### config.mk
export PLATFORM = sky130hd
export DESIGN_NAME = ieee488_device_interface
export DESIGN_NICKNAME = d
export VERILOG_FILES = /design/src/hw/ieee488_pkg.sv /design/src/hw/char_classifier.sv /design/src/hw/ppoll_responder.sv /design/src/hw/ieee488_device_interface.sv
export SDC_FILE = /design/constraint.sdc
export NUM_CORES = 1
export LEC_CHECK = 0
export BUFFER_PORTS_ARGS = -buffer_cell sky130_fd_sc_hd__buf_2
export CORE_MARGIN = 2
export CORE_UTILIZATION = 40
export CTS_BUF_LIST = sky130_fd_sc_hd__clkbuf_16
export DETAILED_ROUTE_END_ITERATION = 12
export PLACE_DENSITY = 0.7
export SLEW_MARGIN = 20
export SYNTH_ARGS = -nofsm -noshare
export SYNTH_HDL_FRONTEND = slang
export SYNTH_HIERARCHICAL = 1
export SYNTH_SLANG_ARGS = --single-unit
### constraint.sdc
create_clock -name core_clk_i -period 12.62 [get_ports core_clk_i]
set_input_delay 1.262 -clock core_clk_i [delete_from_list [all_inputs] [get_ports core_clk_i]]
set_output_delay 1.262 -clock core_clk_i [all_outputs]
set_load 0.05 [all_outputs]
### src/hw/ieee488_pkg.sv
package ieee488_pkg;

	// bus command codes, parity bit dropped
	localparam logic [7:0] CMD_GTL = 8'h01;
	localparam logic [7:0] CMD_PPC = 8'h05;
	localparam logic [7:0] CMD_GET = 8'h08;
	localparam logic [7:0] CMD_TCT = 8'h09;
	localparam logic [7:0] CMD_LLO = 8'h11;
	localparam logic [7:0] CMD_PPU = 8'h15;
	localparam logic [7:0] CMD_SPE = 8'h18;
	localparam logic [7:0] CMD_SPD = 8'h19;
	localparam logic [2:0] PPE_TAG = 3'h6;
	localparam logic [2:0] PPD_TAG = 3'h7;
	localparam int SEC_TAG_LSB = 4;
	localparam logic [7:0] PARITY_MASK = 8'h7f;

	// parallel poll configure word fields
	localparam int PP_LINE_LSB = 0;
	localparam int PP_SENSE_BIT = 3;

	// status byte
	localparam int RQS_BIT = 6;
	localparam logic [7:0] RQS_MASK = 8'h40;
	localparam logic [7:0] STATUS_RST = 8'h00;

	// characters of device-dependent text
	localparam logic [7:0] CH_LF = 8'h0a;
	localparam logic [7:0] CH_SEMI = 8'h3b;
	localparam logic [7:0] CH_SPACE = 8'h20;
	localparam logic [7:0] CH_COMMA = 8'h2c;
	localparam logic [7:0] CH_PLUS = 8'h2b;
	localparam logic [7:0] CH_MINUS = 8'h2d;
	localparam logic [7:0] CH_DOT = 8'h2e;
	localparam logic [7:0] CH_0 = 8'h30;
	localparam logic [7:0] CH_9 = 8'h39;
	localparam logic [7:0] CH_UP_A = 8'h41;
	localparam logic [7:0] CH_UP_Z = 8'h5a;
	localparam logic [7:0] CH_LO_A = 8'h61;
	localparam logic [7:0] CH_LO_Z = 8'h7a;
	localparam logic [7:0] CASE_MASK = 8'h20;
	localparam logic [31:0] DEC_TEN = 32'h0000_000a;
	localparam logic [1:0] UNIT_MAX = 2'h3;

	typedef enum logic [2:0] {
		CC_LETTER, CC_DIGIT, CC_SIGN, CC_POINT, CC_DELIM, CC_SEP, CC_OTHER
	} char_class_e;

	// one byte accepted from the bus handshake
	typedef struct packed {
		logic atn;
		logic eoi;
		logic [7:0] data;
	} bus_byte_s;

	typedef struct packed {
		logic [7:0] first;
		logic [7:0] second;
		logic [3:0] qualifier;
	} select_cmd_s;

	typedef struct packed {
		logic [23:0] prefix;
		logic neg;
		logic [31:0] value;
		logic [3:0] decimals;
		logic [23:0] units;
	} data_cmd_s;

endpackage : ieee488_pkg

### src/hw/char_classifier.sv
`timescale 1ns/1ps
module char_classifier
	import ieee488_pkg::*;
(
	input wire logic [7:0] raw_i, // received text byte
	output logic [7:0] folded_o, // byte with lower case folded up
	output char_class_e class_o // token class of the byte
);
	// range checks on the byte
	wire is_lower = (raw_i >= CH_LO_A) && (raw_i <= CH_LO_Z);
	wire is_upper = (raw_i >= CH_UP_A) && (raw_i <= CH_UP_Z);
	wire is_digit = (raw_i >= CH_0) && (raw_i <= CH_9);
	wire is_delim = (raw_i == CH_SEMI) || (raw_i == CH_LF);
	wire is_sep = (raw_i == CH_SPACE) || (raw_i == CH_COMMA);
	wire is_sign = (raw_i == CH_PLUS) || (raw_i == CH_MINUS);

	// case folding and class selection
	assign folded_o = is_lower ? (raw_i & ~CASE_MASK) : raw_i;
	assign class_o = (is_lower || is_upper) ? CC_LETTER :
		is_digit ? CC_DIGIT :
		is_delim ? CC_DELIM :
		is_sep ? CC_SEP :
		is_sign ? CC_SIGN :
		(raw_i == CH_DOT) ? CC_POINT : CC_OTHER;

endmodule : char_classifier

### src/hw/ppoll_responder.sv
`timescale 1ns/1ps
module ppoll_responder
	import ieee488_pkg::*;
(
	input wire logic core_clk_i, // core clock
	input wire logic rst_i, // sync reset
	input wire logic cfg_load_i, // load configure word
	input wire logic [3:0] cfg_word_i, // sense and line
	input wire logic cfg_clear_i, // disable response
	input wire logic poll_i, // atn and eoi both true
	input wire logic rqs_i, // request service bit
	output logic [7:0] drive_o, // data line to pull true
	output logic enabled_o // response configured
);
	logic [2:0] line;
	logic sense;
	logic [7:0] next_drive;

	// answer only while polled, with the configured sense
	wire respond = poll_i && enabled_o && (rqs_i == sense);

	// one select term per data line
	for (genvar g = 0; g < 8; g++) begin : g_line
		assign next_drive[g] = respond && (line == 3'(g));
	end

	// configuration and registered drive
	always_ff @(posedge core_clk_i) begin
		if (rst_i) begin
			enabled_o <= 1'b0;
			line <= 3'h0;
			sense <= 1'b0;
			drive_o <= 8'h00;
		end else begin
			if (cfg_clear_i) begin
				enabled_o <= 1'b0;
			end else if (cfg_load_i) begin
				enabled_o <= 1'b1;
				line <= cfg_word_i[PP_LINE_LSB +: 3];
				sense <= cfg_word_i[PP_SENSE_BIT];
			end
			drive_o <= next_drive;
		end
	end

	pp_release_a: assert property (@(posedge core_clk_i) disable iff (rst_i)
		!poll_i |=> (drive_o == 8'h00)) else $error("parallel poll line held outside poll");
	pp_line_a: assert property (@(posedge core_clk_i) disable iff (rst_i)
		(poll_i && enabled_o && (rqs_i == sense) && !cfg_load_i)
		|=> (drive_o == (8'h01 << $past(line)))) else $error("wrong parallel poll line");
	pp_sense_a: assert property (@(posedge core_clk_i) disable iff (rst_i)
		(rqs_i != sense) |=> (drive_o == 8'h00)) else $error("parallel poll sense inverted");

endmodule : ppoll_responder

### src/hw/ieee488_device_interface.sv
`timescale 1ns/1ps
// Behaviour
// - local lockout disables return-to-local key
// - under lockout only go-to-local or ren false leaves remote
// - lockout alone leaves remote state unchanged
// - universal local (ren false) cancels lockout
// - parallel poll shows rqs on one line
// - configure word: line bits, sense bit
// - take-control command is ignored
// - remote lights indicator, locks panel keys
// - serial poll presents the status byte
// - srq asserted implies status bit six
// - polling clears rqs and releases srq
// - masked status bits raise service request
// - trigger starts sweep or single measurement
// - trigger needs listen addressed and waiting
// - text parsed only in data mode
// - semicolon, linefeed, eoi delimit; space, comma separate
// - numeric entry completes only at delimiter
// - letter case is ignored
// - select: two letters then qualifier digit
// - immediate command acts when received
// - data entry: prefix, number, units
// - atn true command mode, false data
// - go-to-local keeps pending command text
module ieee488_device_interface
	import ieee488_pkg::*;
(
	input wire logic core_clk_i, // core clock
	input wire logic rst_i, // sync reset
	input wire logic rx_valid_i, // byte accepted from bus
	input wire bus_byte_s rx_byte_i, // byte with atn and eoi
	output logic rx_ready_o, // may accept a byte
	input wire logic atn_i, // live atn line
	input wire logic eoi_i, // live eoi line
	input wire logic ren_i, // remote enable line
	input wire logic listen_addressed_i, // addressed to listen
	input wire logic talk_addressed_i, // addressed to talk
	input wire logic tx_done_i, // presented byte taken
	input wire logic local_key_i, // return-to-local key pulse
	input wire logic [7:0] status_i, // operating conditions
	input wire logic [7:0] srq_mask_i, // service request mask
	input wire logic trigger_wait_state_i, // waiting for trigger
	input wire logic cw_or_manual_i, // cw type or manual mode
	output logic [7:0] dio_out_o, // data line values
	output logic [7:0] dio_en_n_o, // low where line driven
	output logic srq_en_n_o, // low while pulling srq
	output logic [7:0] status_byte_o, // status byte with rqs
	output logic remote_indicator_o, // remote state
	output logic panel_lock_o, // keys except local disabled
	output logic return_to_local_key_en_o, // local key usable
	output logic clear_buffer_o, // pending text discarded
	output logic sweep_start_o, // start sweep pulse
	output logic measure_o, // single measurement pulse
	output logic select_valid_o, // select command pulse
	output select_cmd_s select_cmd_o, // select command
	output logic immediate_valid_o, // immediate command pulse
	output logic [23:0] immediate_code_o, // three letters
	output logic data_valid_o, // data entry pulse
	output data_cmd_s data_cmd_o, // data entry command
	output logic parse_error_o // malformed text pulse
);
	typedef enum logic [2:0] {
		PS_IDLE, PS_PFX1, PS_PFX2, PS_PFX3, PS_NUM, PS_UNIT, PS_SKIP
	} parse_e;

	logic lockout, listen_q, spoll_mode, pp_armed, pp_q;
	logic masked_q, rqs, eoi_pend, pp_enabled;
	logic [7:0] pp_drive, fch;
	char_class_e cls;
	parse_e state, next_state;
	logic [23:0] pfx, next_pfx, units, next_units;
	logic neg, next_neg, point, next_point;
	logic [31:0] value, next_value;
	logic [3:0] decs, next_decs;
	logic [1:0] ucnt, next_ucnt;
	logic fire_sel, fire_imm, fire_dat, fire_err;

	// command mode byte decode
	wire cmd_byte = rx_valid_i && rx_byte_i.atn;
	wire [7:0] cmd = rx_byte_i.data & PARITY_MASK;
	wire [2:0] sec_tag = cmd[SEC_TAG_LSB +: 3];
	wire is_gtl = cmd_byte && (cmd == CMD_GTL) && listen_addressed_i;
	wire is_llo = cmd_byte && (cmd == CMD_LLO);
	wire is_get = cmd_byte && (cmd == CMD_GET);
	wire is_ppc = cmd_byte && (cmd == CMD_PPC) && listen_addressed_i;
	wire is_ppu = cmd_byte && (cmd == CMD_PPU);
	wire is_spe = cmd_byte && (cmd == CMD_SPE);
	wire is_spd = cmd_byte && (cmd == CMD_SPD);
	wire is_ppe = cmd_byte && pp_armed && (sec_tag == PPE_TAG);
	wire is_ppd = cmd_byte && pp_armed && (sec_tag == PPD_TAG);
	// take control needs no term: the device never holds control
	// remote and local state
	wire remote = remote_indicator_o;
	wire listen_rise = listen_addressed_i && !listen_q;
	wire key_taken = local_key_i && remote && !lockout;
	wire next_remote = !ren_i ? 1'b0 :
		is_gtl ? 1'b0 :
		listen_rise ? 1'b1 :
		key_taken ? 1'b0 : remote;
	wire next_lockout = !ren_i ? 1'b0 : (is_llo || lockout);
	// trigger acceptance
	wire get_ok = is_get && listen_addressed_i && trigger_wait_state_i;
	// service request and polls
	wire [7:0] masked = status_i & srq_mask_i & ~RQS_MASK;
	wire masked_any = |masked;
	wire srq_rise = masked_any && !masked_q;
	wire spoll_active = spoll_mode && talk_addressed_i && !atn_i;
	wire pp_poll = atn_i && eoi_i;
	wire pp_end = pp_q && !pp_poll && pp_enabled;
	wire polled = (spoll_active && tx_done_i) || pp_end;
	wire next_rqs = srq_rise || (rqs && !polled);
	wire [7:0] next_status = {status_i[7], next_rqs, status_i[5:0]};
	// data lines: status byte in serial poll, else poll line
	assign dio_out_o = spoll_active ? status_byte_o : pp_drive;
	assign dio_en_n_o = spoll_active ? 8'h00 : ~pp_drive;
	assign srq_en_n_o = !rqs;
	assign panel_lock_o = remote;
	assign return_to_local_key_en_o = !lockout;
	// text stream: data mode bytes only, eoi adds a delimiter next cycle
	assign rx_ready_o = !eoi_pend;
	wire text_byte = rx_valid_i && !rx_byte_i.atn && listen_addressed_i && rx_ready_o;
	wire delim_ev = eoi_pend || (text_byte && (cls == CC_DELIM));
	wire char_ev = text_byte && (cls != CC_DELIM);
	wire [3:0] digit = fch[3:0];
	wire num_start = (cls == CC_DIGIT) || (cls == CC_SIGN) || (cls == CC_POINT);
	char_classifier u_class (
		.raw_i(rx_byte_i.data),
		.folded_o(fch),
		.class_o(cls)
	);
	ppoll_responder u_ppoll (
		.core_clk_i(core_clk_i),
		.rst_i(rst_i),
		.cfg_load_i(is_ppe),
		.cfg_word_i(cmd[3:0]),
		.cfg_clear_i(is_ppu || is_ppd),
		.poll_i(pp_poll),
		.rqs_i(rqs),
		.drive_o(pp_drive),
		.enabled_o(pp_enabled)
	);

	// parser next state
	always_comb begin
		next_state = state;
		next_pfx = pfx;
		next_neg = neg;
		next_value = value;
		next_decs = decs;
		next_point = point;
		next_units = units;
		next_ucnt = ucnt;
		{fire_sel, fire_imm, fire_dat, fire_err} = 4'h0;
		if (delim_ev) begin
			next_state = PS_IDLE;
			unique case (state)
				PS_IDLE, PS_SKIP: ;
				PS_PFX1, PS_PFX2: fire_err = 1'b1;
				PS_PFX3: fire_imm = 1'b1;
				PS_NUM, PS_UNIT: fire_dat = 1'b1;
			endcase
		end else if (char_ev) begin
			unique case (state)
				PS_IDLE: begin
					if (cls == CC_LETTER) begin
						next_pfx = {16'h0000, fch};
						next_state = PS_PFX1;
					end else if (cls != CC_SEP) begin
						fire_err = 1'b1;
						next_state = PS_SKIP;
					end
				end
				PS_PFX1: begin
					if (cls == CC_LETTER) begin
						next_pfx = {pfx[15:0], fch};
						next_state = PS_PFX2;
					end else begin
						fire_err = 1'b1;
						next_state = PS_SKIP;
					end
				end
				PS_PFX2: begin
					if (cls == CC_DIGIT) begin
						fire_sel = 1'b1;
						next_state = PS_IDLE;
					end else if (cls == CC_LETTER) begin
						next_pfx = {pfx[15:0], fch};
						next_state = PS_PFX3;
					end else begin
						fire_err = 1'b1;
						next_state = PS_SKIP;
					end
				end
				PS_PFX3: begin
					if (cls == CC_LETTER) begin
						fire_imm = 1'b1;
						next_pfx = {16'h0000, fch};
						next_state = PS_PFX1;
					end else if (num_start) begin
						next_state = PS_NUM;
						next_neg = (cls == CC_SIGN) && (fch == CH_MINUS);
						next_value = (cls == CC_DIGIT) ? {28'h000_0000, digit} : 32'h0000_0000;
						next_point = (cls == CC_POINT);
						next_decs = 4'h0;
						next_units = 24'h00_0000;
						next_ucnt = 2'h0;
					end else if (cls != CC_SEP) begin
						fire_err = 1'b1;
						next_state = PS_SKIP;
					end
				end
				PS_NUM: begin
					if (cls == CC_DIGIT) begin
						next_value = 32'(value * DEC_TEN + {28'h000_0000, digit});
						next_decs = point ? 4'(decs + 4'h1) : decs;
					end else if ((cls == CC_POINT) && !point) begin
						next_point = 1'b1;
					end else if (cls == CC_SEP) begin
						next_state = PS_UNIT;
					end else if (cls == CC_LETTER) begin
						next_units = {16'h0000, fch};
						next_ucnt = 2'h1;
						next_state = PS_UNIT;
					end else begin
						fire_err = 1'b1;
						next_state = PS_SKIP;
					end
				end
				PS_UNIT: begin
					if ((cls == CC_LETTER) && (ucnt != UNIT_MAX)) begin
						next_units = {units[15:0], fch};
						next_ucnt = 2'(ucnt + 2'h1);
					end else if (cls != CC_SEP) begin
						fire_err = 1'b1;
						next_state = PS_SKIP;
					end
				end
				PS_SKIP: ;
			endcase
		end
	end
	// remote, lockout and poll state
	always_ff @(posedge core_clk_i) begin
		if (rst_i) begin
			remote_indicator_o <= 1'b0;
			lockout <= 1'b0;
			listen_q <= 1'b0;
			spoll_mode <= 1'b0;
			pp_armed <= 1'b0;
			pp_q <= 1'b0;
			clear_buffer_o <= 1'b0;
		end else begin
			remote_indicator_o <= next_remote;
			lockout <= next_lockout;
			listen_q <= listen_addressed_i;
			spoll_mode <= is_spe || (spoll_mode && !is_spd);
			pp_armed <= cmd_byte ? is_ppc : pp_armed;
			pp_q <= pp_poll;
			clear_buffer_o <= key_taken;
		end
	end

	// service request, status byte and trigger pulses
	always_ff @(posedge core_clk_i) begin
		if (rst_i) begin
			rqs <= 1'b0;
			masked_q <= 1'b0;
			status_byte_o <= STATUS_RST;
			sweep_start_o <= 1'b0;
			measure_o <= 1'b0;
		end else begin
			rqs <= next_rqs;
			masked_q <= masked_any;
			status_byte_o <= next_status;
			sweep_start_o <= get_ok && !cw_or_manual_i;
			measure_o <= get_ok && cw_or_manual_i;
		end
	end

	// parser registers; an effective local key flushes the text
	always_ff @(posedge core_clk_i) begin
		if (rst_i || clear_buffer_o) begin
			state <= PS_IDLE;
			eoi_pend <= 1'b0;
		end else begin
			state <= next_state;
			eoi_pend <= text_byte && rx_byte_i.eoi && (cls != CC_DELIM);
		end
		pfx <= next_pfx;
		neg <= next_neg;
		value <= next_value;
		decs <= next_decs;
		point <= next_point;
		units <= next_units;
		ucnt <= next_ucnt;
	end

	// parser outputs
	always_ff @(posedge core_clk_i) begin
		if (rst_i) begin
			select_valid_o <= 1'b0;
			immediate_valid_o <= 1'b0;
			data_valid_o <= 1'b0;
			parse_error_o <= 1'b0;
			select_cmd_o <= '0;
			immediate_code_o <= 24'h00_0000;
			data_cmd_o <= '0;
		end else begin
			select_valid_o <= fire_sel;
			immediate_valid_o <= fire_imm;
			data_valid_o <= fire_dat;
			parse_error_o <= fire_err;
			if (fire_sel) begin
				select_cmd_o <= '{first: pfx[15:8], second: pfx[7:0], qualifier: digit};
			end
			if (fire_imm) begin
				immediate_code_o <= pfx;
			end
			if (fire_dat) begin
				data_cmd_o <= '{prefix: pfx, neg: neg, value: value, decimals: decs,
					units: units};
			end
		end
	end

	reset_state_a: assert property (@(posedge core_clk_i)
		rst_i |=> (!remote && !lockout && srq_en_n_o && (dio_en_n_o == 8'hff)))
		else $error("state after reset not idle");
	llo_keeps_state_a: assert property (@(posedge core_clk_i) disable iff (rst_i)
		(is_llo && ren_i && !listen_rise && !local_key_i) |=> $stable(remote_indicator_o))
		else $error("local lockout changed remote state");
	lockout_holds_a: assert property (@(posedge core_clk_i) disable iff (rst_i)
		(lockout && remote && ren_i && !is_gtl) |=> (remote && !clear_buffer_o))
		else $error("left remote under lockout");
	ren_release_a: assert property (@(posedge core_clk_i) disable iff (rst_i)
		!ren_i |=> (!remote && return_to_local_key_en_o)) else $error("lockout not cancelled");
	gtl_keeps_text_a: assert property (@(posedge core_clk_i) disable iff (rst_i)
		(is_gtl && !local_key_i) |=> (!remote && !clear_buffer_o))
		else $error("go to local mishandled");
	srq_bit_six_a: assert property (@(posedge core_clk_i) disable iff (rst_i)
		!srq_en_n_o |-> status_byte_o[RQS_BIT]) else $error("srq without rqs bit");
	poll_clears_a: assert property (@(posedge core_clk_i) disable iff (rst_i)
		(spoll_active && tx_done_i && !srq_rise) |=> (srq_en_n_o && !status_byte_o[RQS_BIT]))
		else $error("rqs not cleared by poll");
	srq_cause_a: assert property (@(posedge core_clk_i) disable iff (rst_i)
		$fell(srq_en_n_o) |-> $past(|(status_i & srq_mask_i & ~RQS_MASK)))
		else $error("srq from masked bit");
	trigger_gate_a: assert property (@(posedge core_clk_i) disable iff (rst_i)
		!get_ok |=> !(sweep_start_o || measure_o)) else $error("trigger taken unaddressed");
	trigger_kind_a: assert property (@(posedge core_clk_i) disable iff (rst_i)
		get_ok |=> (measure_o == $past(cw_or_manual_i)) && (sweep_start_o != measure_o))
		else $error("wrong trigger action");
	atn_no_text_a: assert property (@(posedge core_clk_i) disable iff (rst_i)
		(rx_valid_i && rx_byte_i.atn && !eoi_pend) |=> !(select_valid_o || data_valid_o))
		else $error("command byte parsed as text");
	select_form_a: assert property (@(posedge core_clk_i) disable iff (rst_i)
		(char_ev && (state == PS_PFX2) && (cls == CC_DIGIT))
		|=> (select_valid_o && (select_cmd_o.qualifier == $past(digit))))
		else $error("select command not decoded");
	entry_needs_delim_a: assert property (@(posedge core_clk_i) disable iff (rst_i)
		data_valid_o |-> $past(delim_ev)) else $error("data entry without delimiter");

endmodule : ieee488_device_interface

Word level (Yosys, flattened, before mapping)
Index checks and enable logic that the tools add are counted.

Register bits: 257. Output and inout bits: 165. Word-level logic and storage cells: 289.

$add $sub $neg: 3. $mul: 1. $lt $le $gt $ge: 6. Equality and inequality tests: 51. Multiplexer cells: 83. Bitwise gates (word level): 6. Reduce and logical (&&, ||, !) cells: 101.

Operators with widths (count): 24-bit 2-to-1 mux (9); 24-bit one-hot mux with 3 select lines (2); 32-bit 2-to-1 mux (3); 32-bit one-hot mux with 2 select lines (1); 8-bit by 6-bit == test with 1-bit output (second input constant) (7); 1-bit logical AND (52); 3-bit 2-to-1 mux (16); 32-bit by 4-bit adder with 32-bit output (1); 32-bit by 3-bit multiplier with 31-bit output (second input constant) (1); 3-bit == test (second input constant) (10); 1-bit 2-to-1 mux (30); 7-bit by 5-bit == test with 1-bit output (second input constant) (4); 2-bit != test (second input constant) (13); 4-bit 2-to-1 mux (5); 3-bit by 2-bit == test with 1-bit output (second input constant) (6); 2-bit 2-to-1 mux (9); 3-bit one-hot mux with 6 select lines (1); 8-bit by 7-bit greater-or-equal comparator with 1-bit output (second input constant) (2); 8-bit by 7-bit less-or-equal comparator with 1-bit output (second input constant) (2); 8-bit 2-to-1 mux (2); 5-bit AND reduction (3); 7-bit AND reduction (2); 1-bit logical OR (13); 1-bit logical NOT (12); other kinds (30) (45).

Depth between registers and ports, before layout
Gate-level depths: netlist of the first run.

Word-level depth: 15. Depth in mapped cells: 15. Mapped depth without buffers: 13.

By module
Netlist of the first run, hierarchy kept.

By module, submodules not included: ieee488_device_interface (times used 1, cells an instance 1384, area each 12092.8 µm², seq. area each 5745.5 µm²); ppoll_responder (times used 1, cells an instance 41, area each 429.2 µm², seq. area each 260.2 µm²); char_classifier (times used 1, cells an instance 39, area each 265.3 µm², seq. area each 0.0 µm²).

Worst setup path before layout of the first run
OpenSTA, ideal clock, no wires.

Path kind: in2reg. From: input port rx_byte_i[2] (netlist name). To: register decs[0], enable pin. Setup time: 310 ps. Arrival time: 6667 ps. Data required time: 12310 ps. Slack: 5643 ps. Stages on the path: 9. Buffers on the path: 2. Cells stage by stage: buf_6 > or3_4 > a211oi_2 > a31o_1 > a21oi_1 > clkbuf_1 > o21ai_0 > nor4b_1 > o221a_2.

Longest elaborated chain between the ends: 12. Elaborated cells on any way between the ends: 42. Those cells by class: 6 x order compare; 15 x eq/ne; 6 x mux; 1 x bitwise; 14 x reduce/logical.

RTL lines: start, declared (line ieee488_device_interface.sv:32) `input wire bus_byte_s rx_byte_i,`; 8-bit by 6-bit == test with 1-bit output (line char_classifier.sv:15) `wire is_sign = (raw_i == CH_PLUS) || (raw_i == CH_MINUS);`; 1-bit logical OR (line char_classifier.sv:15); 3-bit 2-to-1 mux (line char_classifier.sv:23) `is_sign ? CC_SIGN :`; 3-bit 2-to-1 mux (line char_classifier.sv:22) `is_sep ? CC_SEP :`; 3-bit 2-to-1 mux (line char_classifier.sv:21) `is_delim ? CC_DELIM :`; 3-bit 2-to-1 mux (line char_classifier.sv:20) `is_digit ? CC_DIGIT :`; 3-bit 2-to-1 mux (*) (line char_classifier.sv:19) `assign class_o = (is_lower || is_upper) ? CC_LETTER :`; named net cls[1] (line ieee488_device_interface.sv:70) `char_class_e cls;`; 3-bit by 1-bit == test with 1-bit output (tied with other cells) (line ieee488_device_interface.sv:126, ieee488_device_interface.sv:214); 1-bit logical OR / 1-bit logical AND (equally long branches) (line ieee488_device_interface.sv:126, ieee488_device_interface.sv:123); 1-bit logical OR (on tied branches) (line ieee488_device_interface.sv:126, ieee488_device_interface.sv:123); 2-bit != test (no line) / 1-bit NOT (equally long branches); 7-bit AND reduction (no line) (*); end signal, assigned (line ieee488_device_interface.sv:293) `decs <= next_decs;`; end, declared (line ieee488_device_interface.sv:75) `logic [3:0] decs, next_decs;`.

Mark *: on every way through the listed nets, which the timed path passes. The rest lies on a longest branch. A chain may end at the register's enable or synchronous reset.

Final worst setup path of the first run
From: input port rx_byte_i[3] (netlist name). To: register data_cmd_o[26] (netlist name).

Longest elaborated chain between the ends: 11. Elaborated cells on any way between the ends: 30. Those cells by class: 6 x order compare; 8 x eq/ne; 7 x mux; 9 x reduce/logical.

RTL lines: 8-bit by 6-bit == test with 1-bit output (line char_classifier.sv:15); 1-bit logical OR (line char_classifier.sv:15); 3-bit 2-to-1 mux (line char_classifier.sv:23); 3-bit 2-to-1 mux (line char_classifier.sv:22); 3-bit 2-to-1 mux (line char_classifier.sv:21); 3-bit 2-to-1 mux (line char_classifier.sv:20); 3-bit 2-to-1 mux (*) (line char_classifier.sv:19); named net cls[1] (line ieee488_device_interface.sv:70); 3-bit == test (*) (line ieee488_device_interface.sv:123) `wire delim_ev = eoi_pend || (text_byte && (cls == CC_DELIM));`; 1-bit logical AND (*) (line ieee488_device_interface.sv:123); 1-bit logical OR (*) (line ieee488_device_interface.sv:123); 1-bit 2-to-1 mux (*) (line ieee488_device_interface.sv:155) `if (delim_ev) begin`; end signal, assigned (line ieee488_device_interface.sv:321) `data_cmd_o <= '{prefix: pfx, neg: neg, value: value, decimals: decs,`; end, declared (line ieee488_device_interface.sv:60) `output data_cmd_s data_cmd_o,`.

Marks and branches as above.

==> impl_metrics.tcl, run 1 <==
set metrics [dict create \
    status "finished clean" \
    start_kind "primary input" \
    period_share_pct 35.86 \
    wl_per_cell_microns 16.31 \
    synth_flop_cell "dfxtp_1" \
    cts_tree "done" \
    slowest_delay_ns 0.67 \
    max_freq_mhz 221.0 \
    p_sw_share_pct 22.82 \
    core-area_sq_mm 0.03156 \
    r2r_slack_ns 8.31 \
    fin_tns_setup_ns 0 \
    grt_antenna_before_repair 0 \
    die_area_sq_mm 0.03341 \
    grt_usage_pct 19.37 \
    grt_pass1_wl_microns 53630 \
    p_switching_mw 0.3913 \
    route.detailed.drc 0 \
    synth_edf_count 88 \
    fin_skew_ns 0.01648 \
    synthXorXnorAreaFrac_pct 3.151 \
    synthCells 1464 \
    die_x_microns 182.8 \
    ios 203 \
    root_buffer "clkbuf_16" \
    report.final.slew_viol_count 0 \
    vias 10975 \
    hold_path.class "flop to flop" \
    worstSetupPathType "primary input to flop" \
    crit_chain "buf_2 > or3_4 > a211oi_2 > a31o_1 > a21oi_1 > buf_4 > nor3_1 > a21oi_1 > nor2b_4 > buf_4 > nand2_1 > a21oi_1" \
    drtPass1Iterations 5 \
    slew_headroom_pct 30.46 \
    place_hpwl_microns 23090 \
    final_nets 1715 \
    setup_viol 0 \
    preCtsSetupSlack_ns 7.677 \
    synthAdderAreaFrac_pct 6.477 \
    grt_pass1_vias 10346 \
    synth_cell_types 85 \
    num_rows 65 \
    cts.sinks 256 \
    crit_path_max_fanout 63 \
    ys_seq_area_share_pct 46.97 \
    maxCapViolations 0 \
    comb_power_share_pct 4.9 \
    powerDensity_mw_per_mm2 115.0 \
    synthSimpleGateAreaFrac_pct 23.06 \
    hold_viol 0 \
    ys_ff_latch 256 \
    avgSynthCellArea_sq_um 8.734 \
    async_flop_share_pct 0 \
    setup_ws_ns 8.095 \
    area_growth_pct 16.64 \
    numCtsBuffers 28 \
    viasPerCell 5.390 \
    wirelength_microns 33200 \
    p_seq_share_pct 50.1 \
    worstPathArrival_ns 5.00 \
    grt_start_max_net_pins 93 \
    synth_top_family_by_area "simple AND/OR/NAND/NOR gates" \
    ant_nets 0 \
    layout-drive-gt1-share_pct 18.30 \
    synth_nets 1567 \
    clock_path_buffers 3 \
    p_clk_share_pct 45.0 \
    htree_levels 1 \
    critPathMostFrequentCell "a21oi_1" \
    tightestPinTransition_ns 1.035 \
    clk_latency_ns 0.56 \
    hold_slack_ns 0.4500 \
    ir_drop_v 0.00008910 \
    clkTransAtPathRegs_ns 0.06 \
    gp_congestion 0.9033 \
    rsz0062_at_grt "false" \
    layoutNonFillerInstCount 2036 \
    cp_top_family "simple AND/OR/NAND/NOR gates" \
    power_mw 1.715 \
    portBuffers 200 \
    die_h_microns 182.8 \
    grt_remaining_overflow 0 \
    synth_compound_area_share_pct 15.27 \
    dpl.cell_count 1984 \
    synthMuxAreaShare_pct 1.272 \
    p_int_mw 1.324 \
    crit_required_ns 13.09 \
    ys_warn_count 6 \
    synth.cell_area_sq_mm 0.01279 \
    slowest_stage "buf_4" \
    dr.first_iter.drc_count 996 \
    post_cts_resized 0 \
    start_util_pct 40.52 \
    postCtsSetupBuffers 0 \
    period_minus_slack_ns 4.525 \
    cts_hold_buffers 0 \
    crit_buf_inv 3 \
    p_leak_nw 5.918 \
    worstSetupEndpointType "flop" \
    antennaDiodeCount 0 \
]
## final timing paths
path	end	depth (start not counted)	from
worst max-delay path	data_cmd_o[26]	12	rx_byte_i[3]
worst min-delay path	data_cmd_o[79]	2	data_cmd_o[79]
worst max register to register	value[23]	12	value[1]
worst min register to register	data_cmd_o[79]	2	data_cmd_o[79]
## area by class of cell
type                            count  area (sq um)
Clock inverter                     24         181.4
Sequential cell                   256          6006
Timing Repair Buffer              213          1101
Clock buffer                       28         700.7
Inverter                           16         60.06
Tap cell                          402         503.0
Multi-Input combinational cell   1097          6364
Fill cell                        3025         16640
## kinds of logic after synthesis
family | count (synthesis)
simple gates | 643
compound gates | 328
flops | 256
buf+inv | 111
fa+ha+maj | 65
xor+xnor | 46
mux | 15
## cells in the mapped netlist, drive strengths merged, types with 4 or more instances
| cell type | instances | area share [%] |
|---|---|---|
| a211o | 4 | 0.28 |
| a211oi | 9 | 0.67 |
| a21boi | 4 | 0.23 |
| a21o | 14 | 0.83 |
| a21oi | 201 | 7.9 |
| a22oi | 6 | 0.35 |
| and2 | 28 | 1.4 |
| and3 | 23 | 1.1 |
| and4 | 8 | 0.56 |
| buf | 22 | 1.2 |
| clkbuf | 73 | 2.2 |
| dfxtp | 168 | 26 |
| edfxtp | 88 | 21 |
| ha | 63 | 6.2 |
| inv | 15 | 0.44 |
| mux2 | 10 | 0.88 |
| mux2i | 5 | 0.39 |
| nand2 | 347 | 10 |
| nand2b | 6 | 0.29 |
| nand3 | 20 | 0.78 |
| nand3b | 5 | 0.29 |
| nand4 | 13 | 0.64 |
| nor2 | 102 | 3.0 |
| nor2b | 18 | 0.88 |
| nor3 | 23 | 0.90 |
| nor3b | 4 | 0.23 |
| nor4 | 12 | 0.70 |
| nor4b | 4 | 0.27 |
| o211ai | 8 | 0.51 |
| o21a | 5 | 0.29 |
| o21ai | 41 | 1.7 |
| o31ai | 4 | 0.23 |
| or2 | 8 | 0.39 |
| or3 | 8 | 0.43 |
| xnor2 | 22 | 1.5 |
| xor2 | 24 | 1.6 |
## state kept, by name, summed over array words and instances (netlist names), 2 cells and up
register,cells
value,32
immediate_code_o,24
state,3
decs,4
select_cmd_o,20
pfx,24
u_ppoll/line,3
units,24
status_byte_o,8
ucnt,2
u_ppoll/drive_o,8
data_cmd_o,85
## layer usage
metal / vias up / track usage, % / share of wire (%)
met2: 301 / 31.65 / 45
met1: 5216 / 27.01 / 47
met3: 51 / 2.919 / 5.9
met4: 0 / 4.864 / 1.9
li1: 5407 / - / -
met5: - / 0 / 0
## power groups by stage
stage	combinational, mW	sequential, mW	clock [mW]
2_1_floorplan	0.0527	0.883	0
3_3_place_gp	0.0816	0.877	0
3_5_place_dp	0.0832	0.877	0
4_1_cts	0.0835	0.859	0.789
5_1_grt	0.0922	0.859	0.824
6_report	0.0840	0.859	0.772
## stage by stage
stage	util, %	cell area, sq um
6_report	47.27	14920
5_1_grt	47.27	14920
3_5_place_dp	44.42	14020
3_3_place_gp	44.42	14020
2_1_floorplan	-	12790
4_1_cts	47.22	14900
## tightest hold or removal path, cell delays in order, from the launching register on
cell and delay [ns]:
dfxtp_1 0.30, nand2_1 0.05, a21oi_1 0.05
## placed cells by master, fill, tap and decap left out, drive strengths merged, types with 4 or more instances in the layout
cell type	count
ha	63
clkinv	9
a21o	14
nand2	347
a211o	4
nand3b	5
nand2b	6
edfxtp	88
a21boi	4
a211oi	9
nor2	102
dfxtp	168
or2	8
mux2	10
nor3b	4
o211ai	8
mux2i	5
inv	28
a22oi	6
and4	8
nor3	23
nor4b	4
a21oi	201
and2	28
o21a	5
nand3	20
xor2	24
o21ai	41
nor4	12
nand4	13
buf	213
o31ai	4
xnor2	22
clkbuf	28
and3	23
nor2b	18
or3	8
Note: power is estimated with default switching activity, not from simulation.
==> run 2, diff against run 1 <==
clock period = 4.43 ns   (was 12.62 ns; I/O delays follow)
==> run 2 against run 1 <==
Net effect: first-iteration DRC count is 2.2% lower; combinational power rose to 2.9 times the previous value; flip-flop and latch count unchanged; routed wire length rose by 2.1%; global-route usage is 0.15 points higher; via count is 0.45% higher; non-clock buffer count grew 11; worst setup slack got worse by 7.9 ns; core utilization is 0.40 points higher; critical path depth unchanged; clock skew fell by 0.0085 ns; critical path type is now flop to flop; highest routed layer is now met5.
==> impl_metrics.tcl, run 2 (same netlist as run 1, synthesis figures left out) <==
set metrics [dict create \
    clk_latency_ns 0.56 \
    root_buffer "clkbuf_16" \
    report.final.slew_viol_count 0 \
    final_cell_mix "nand2_1 (347), a21oi_1 (200), buf_2 (199)" \
    final_common_cell "nand2_1" \
    top_register "data_cmd_o" \
    fin_area_sq_mm 0.01504 \
    cts_tree "done" \
    wl_met3_microns 2081 \
    wl_met1_microns 15550 \
    fillers 3035 \
    drtPass1Iterations 5 \
    worstSetupEndpointType "flop" \
    rsz0062_at_grt "false" \
    grt_antenna_before_repair 2 \
    viasPerCell 5.385 \
    worstSetupPathType "flop to flop" \
    p_leak_nw 6.002 \
    p_int_mw 3.765 \
    hold_viol 0 \
    multi_input_area_sq_mm 0.006359 \
    p_seq_share_pct 49.9 \
    portBuffers 200 \
    clock_path_buffers 3 \
    num_rows 65 \
    layoutNonFillerInstCount 2047 \
    post_cts_resized 0 \
    setup_viol 0 \
    core-area_sq_mm 0.03156 \
    start_kind "flop" \
    rr_worst_depth 12 \
    grt_remaining_overflow 0 \
    period_minus_slack_ns 4.282 \
    p_switching_mw 1.142 \
    gp_congestion 0.8773 \
    htree_levels 1 \
    postCtsSetupBuffers 0 \
    vias 11024 \
    fin_tns_setup_ns 0 \
    slew_headroom_pct 28.52 \
    grt_start_max_net_pins 118 \
    die_area_sq_mm 0.03341 \
    setup_ws_ns 0.1479 \
    layout-drive-gt1-share_pct 18.97 \
    status "finished clean" \
    min_path_cells 2 \
    worstPathArrival_ns 4.69 \
    place_hpwl_microns 23670 \
    ir_drop_v 0.0002440 \
    start_util_pct 40.52 \
    wl_met2_microns 15290 \
    grt_pass1_vias 10377 \
    dpl_cell_area_sq_mm 0.01415 \
    period_share_pct 96.66 \
    p_clk_share_pct 45.1 \
    reg_top3 "data_cmd_o (85), value (32)" \
    preCtsSetupSlack_ns 0.2356 \
    crit_path_max_fanout 6 \
    wirelength_microns 33890 \
    crit_required_ns 4.84 \
    powerDensity_mw_per_mm2 326.3 \
    numCtsBuffers 28 \
    maxCapViolations 0 \
    hold_path.class "primary input to flop" \
    dr.first_iter.drc_count 974 \
    final-seq-area_sq_mm 0.006006 \
    largest_reg_flops 85 \
    die_x_microns 182.8 \
    cts_hold_buffers 0 \
    route.detailed.drc 0 \
    ant_nets 0 \
    wl_per_cell_microns 16.55 \
    area_growth_pct 17.62 \
    ios 203 \
    power_mw 4.908 \
    comb_power_share_pct 5.0 \
    grt_pass1_wl_microns 53500 \
    p_sw_share_pct 23.28 \
    cts.sinks 256 \
    top_layer "met5" \
    grt_usage_pct 19.52 \
    max_freq_mhz 233.5 \
    tightestPinTransition_ns 1.066 \
    final_nets 1726 \
    dpl.cell_count 1995 \
    antennaDiodeCount 0 \
    die_h_microns 182.8 \
    fin_skew_ns 0.007936 \
    clkTransAtPathRegs_ns 0.06 \
]
==> run 2: cell count changes in the layout (fill, tap and decap cells not counted), sizes merged <==
cell	change
clkinv	-3
clkinvlp	-1
inv	+3
bufinv	-2
buf	+11
clkbuf	+3
==> run 2: area by class of cell <==
class | count | area share (%)
Timing Repair Buffer | 224 | 8.119
Tap cell | 402 | 3.344
Clock inverter | 21 | 0.7736
Clock buffer | 31 | 5.158
Sequential cell | 256 | 39.93
Multi-Input combinational cell | 1097 | 42.28
Inverter | 16 | 0.3993
==> run 2: routing by layer <==
layer | GRT usage, % | up-vias
met5 | 0 | -
met4 | 6.560 | 4
met3 | 3.316 | 72
met2 | 31.18 | 349
met1 | 26.92 | 5173
li1 | - | 5426
==> run 2: worst paths after layout <==
check	from	to	slack [ns]
max reg2reg	value[1]	value[31]	0.15
min reg2reg	data_cmd_o[23]	data_cmd_o[23]	0.45
max	value[1]	value[31]	0.15
min	cw_or_manual_i	sweep_start_o	0.05
==> run 2: metrics by stage <==
stage | util (%) | hold slack, ns
2_1_floorplan | - | 0.4519
3_3_place_gp | 44.83 | 0.4401
3_5_place_dp | 44.83 | 0.4435
4_1_cts | 47.66 | 0.03850
5_1_grt | 47.66 | 0.04779
6_report | 47.66 | 0.05330
==> run 2: power by group through the flow <==
| stage | registers [mW] | clock network, mW | logic, mW |
|---|---|---|---|
| CTS | 2.45 | 2.26 | 0.242 |
| global route | 2.45 | 2.35 | 0.266 |
| global placement | 2.50 | 0 | 0.237 |
| finish | 2.45 | 2.21 | 0.244 |
| detailed placement | 2.50 | 0 | 0.241 |
| floorplan | 2.51 | 0 | 0.150 |
==> run 2: worst max-delay path, stage by stage (launching register included) <==
cell,delay (ns)
edfxtp_1,0.45
ha_1,0.32
ha_1,0.25
fa_1,0.43
a211o_1,0.35
a21oi_1,0.34
nor3_1,0.12
o21ai_0,0.36
a21boi_0,0.25
a211oi_4,0.37
nand4b_1,0.21
or4_1,0.53
a21oi_1,0.16
==> run 3, diff against run 2 <==
clock period = 4.6 ns   (was 4.43 ns; I/O delays follow)
==> run 3 against run 2 <==
Net effect: first-iteration DRC count increased by 1.8%; total power is 5.8% lower; critical endpoint unchanged; critical path depth is the same; register-to-register slack gained 0.30 ns; global-route usage about the same; final cell count about the same; die area did not move; non-clock buffer count is 1 lower; sequential share of layout area rose by 0.18 points; combinational power shrank 4%.
==> impl_metrics.tcl, run 3 (same netlist as run 1, synthesis figures left out) <==
set metrics [dict create \
    viasPerCell 5.397 \
    tightestPinTransition_ns 0.9752 \
    layout-drive-gt1-share_pct 18.99 \
    report.final.slew_viol_count 0 \
    dpl.cell_count 1994 \
    largest_reg_flops 85 \
    ant_nets 0 \
    place_hpwl_microns 23510 \
    final_common_cell "nand2_1" \
    period_share_pct 90.16 \
    fin_tns_setup_ns 0 \
    wl_per_cell_microns 16.24 \
    slowest_delay_ns 0.65 \
    final_nets 1725 \
    clk_latency_ns 0.55 \
    grt_remaining_overflow 0 \
    cts.sinks 256 \
    portBuffers 200 \
    die_h_microns 182.8 \
    slew_headroom_pct 34.99 \
    clock_path_buffers 3 \
    final_cell_mix "nand2_1 (347), a21oi_1 (200), buf_2 (199)" \
    power_mw 4.623 \
    area_growth_pct 17.09 \
    reg_top3 "data_cmd_o (85), value (32)" \
    p_leak_nw 5.937 \
    core-area_sq_mm 0.03156 \
    numCtsBuffers 28 \
    post_cts_resized 0 \
    grt_usage_pct 19.55 \
    cts_hold_buffers 0 \
    wirelength_microns 33210 \
    drtPass1Iterations 8 \
    fin_area_sq_mm 0.01497 \
    slowest_stage "or4b_2" \
    setup_ws_ns 0.4528 \
    fin_skew_ns 0.01761 \
    crit_chain "ha_1 > ha_1 > fa_1 > a211o_1 > nand2_1 > and2_1 > or4b_2 > nor3_1 > and2_1 > nand4_1 > or4_1 > a21oi_1" \
    postCtsSetupBuffers 0 \
    htree_levels 1 \
    ir_drop_v 0.0002443 \
    crit_required_ns 4.99 \
    powerDensity_mw_per_mm2 308.7 \
    rsz0062_at_grt "false" \
    root_buffer "clkbuf_16" \
    dpl_cell_area_sq_mm 0.01413 \
    dr.first_iter.drc_count 992 \
    cts_tree "done" \
    maxCapViolations 0 \
    worstPathArrival_ns 4.54 \
    cp_top_family "simple AND/OR/NAND/NOR gates" \
    gp_congestion 0.8909 \
    status "finished clean" \
    start_util_pct 40.52 \
    grt_start_max_net_pins 108 \
    preCtsSetupSlack_ns 0.5223 \
    grt_pass1_wl_microns 53990 \
    start_kind "flop" \
    r2r_slack_ns 0.45 \
    hold_path.class "primary input to flop" \
    worstSetupPathType "flop to flop" \
    max_freq_mhz 241.1 \
    die_x_microns 182.8 \
    antennaDiodeCount 0 \
    ios 203 \
    utilization_pct 47.45 \
    num_rows 65 \
    grt_pass1_vias 10487 \
    crit_path_max_fanout 4 \
    worstSetupEndpointType "flop" \
    grt_antenna_before_repair 1 \
    setup_viol 0 \
    period_minus_slack_ns 4.147 \
    top_register "data_cmd_o" \
    route.detailed.drc 0 \
    crit_buf_inv 0 \
    vias 11036 \
    clkTransAtPathRegs_ns 0.06 \
    die_area_sq_mm 0.03341 \
    hold_slack_ns 0.07425 \
    hold_viol 0 \
    layoutNonFillerInstCount 2045 \
]
-- run 3: cell types whose count changed in the layout (fill, tap and decap cells not counted), moves of 2 or more --
cell	before	now
clkinv_4	2	0
inv_2	3	0
clkinv_1	2	7
clkinvlp_4	0	3
clkinv_2	1	5
clkbuf_16	31	28
inv_1	28	21
-- run 3: worst paths after layout --
| kind | cells after the start | startpoint | endpoint |
|---|---|---|---|
| worst min register to register | 2 | data_cmd_o[19] | data_cmd_o[19] |
| worst max-delay path | 12 | value[1] | value[31] |
| worst min-delay path | 2 | cw_or_manual_i | sweep_start_o |
| worst max register to register | 12 | value[1] | value[31] |
-- run 3: power by group --
part / leakage (nW) / switching [mW] / total [mW] / internal [mW]
clock: 0.427 / 0.919 / 2.03 / 1.11
sequential: 2.15 / 0.0126 / 2.36 / 2.34
combinational: 3.36 / 0.163 / 0.234 / 0.0711
total: 5.94 / 1.09 / 4.62 / 3.53
-- run 3: worst register-to-register path: cells and delay by family (launching register included) --
kind | cells | cell delay, ns
and+or+nand+nor | 7 | 2.05
DFF | 1 | 0.44
AOI/OAI and AO/OA | 2 | 0.51
adders and majority gates | 3 | 0.98
-- run 3: cell type report --
class / instances / area, sq um
fill: 2996 / 16580
clock inverter: 23 / 137.6
inverter: 16 / 60.06
tap: 402 / 503.0
sequential: 256 / 6006
clock buffer: 28 / 700.7
timing repair buffer: 223 / 1201
multi-input combinational: 1097 / 6365
-- run 3: layer usage --
layer	up-vias	share of wire [%]	wire, microns	global-route usage, %
li1	5429	-	-	-
met1	5188	45	15090	26.88
met2	358	45	15050	31.65
met3	59	6.7	2224	3.475
met4	2	2.5	832	5.664
met5	-	0.033	11	0
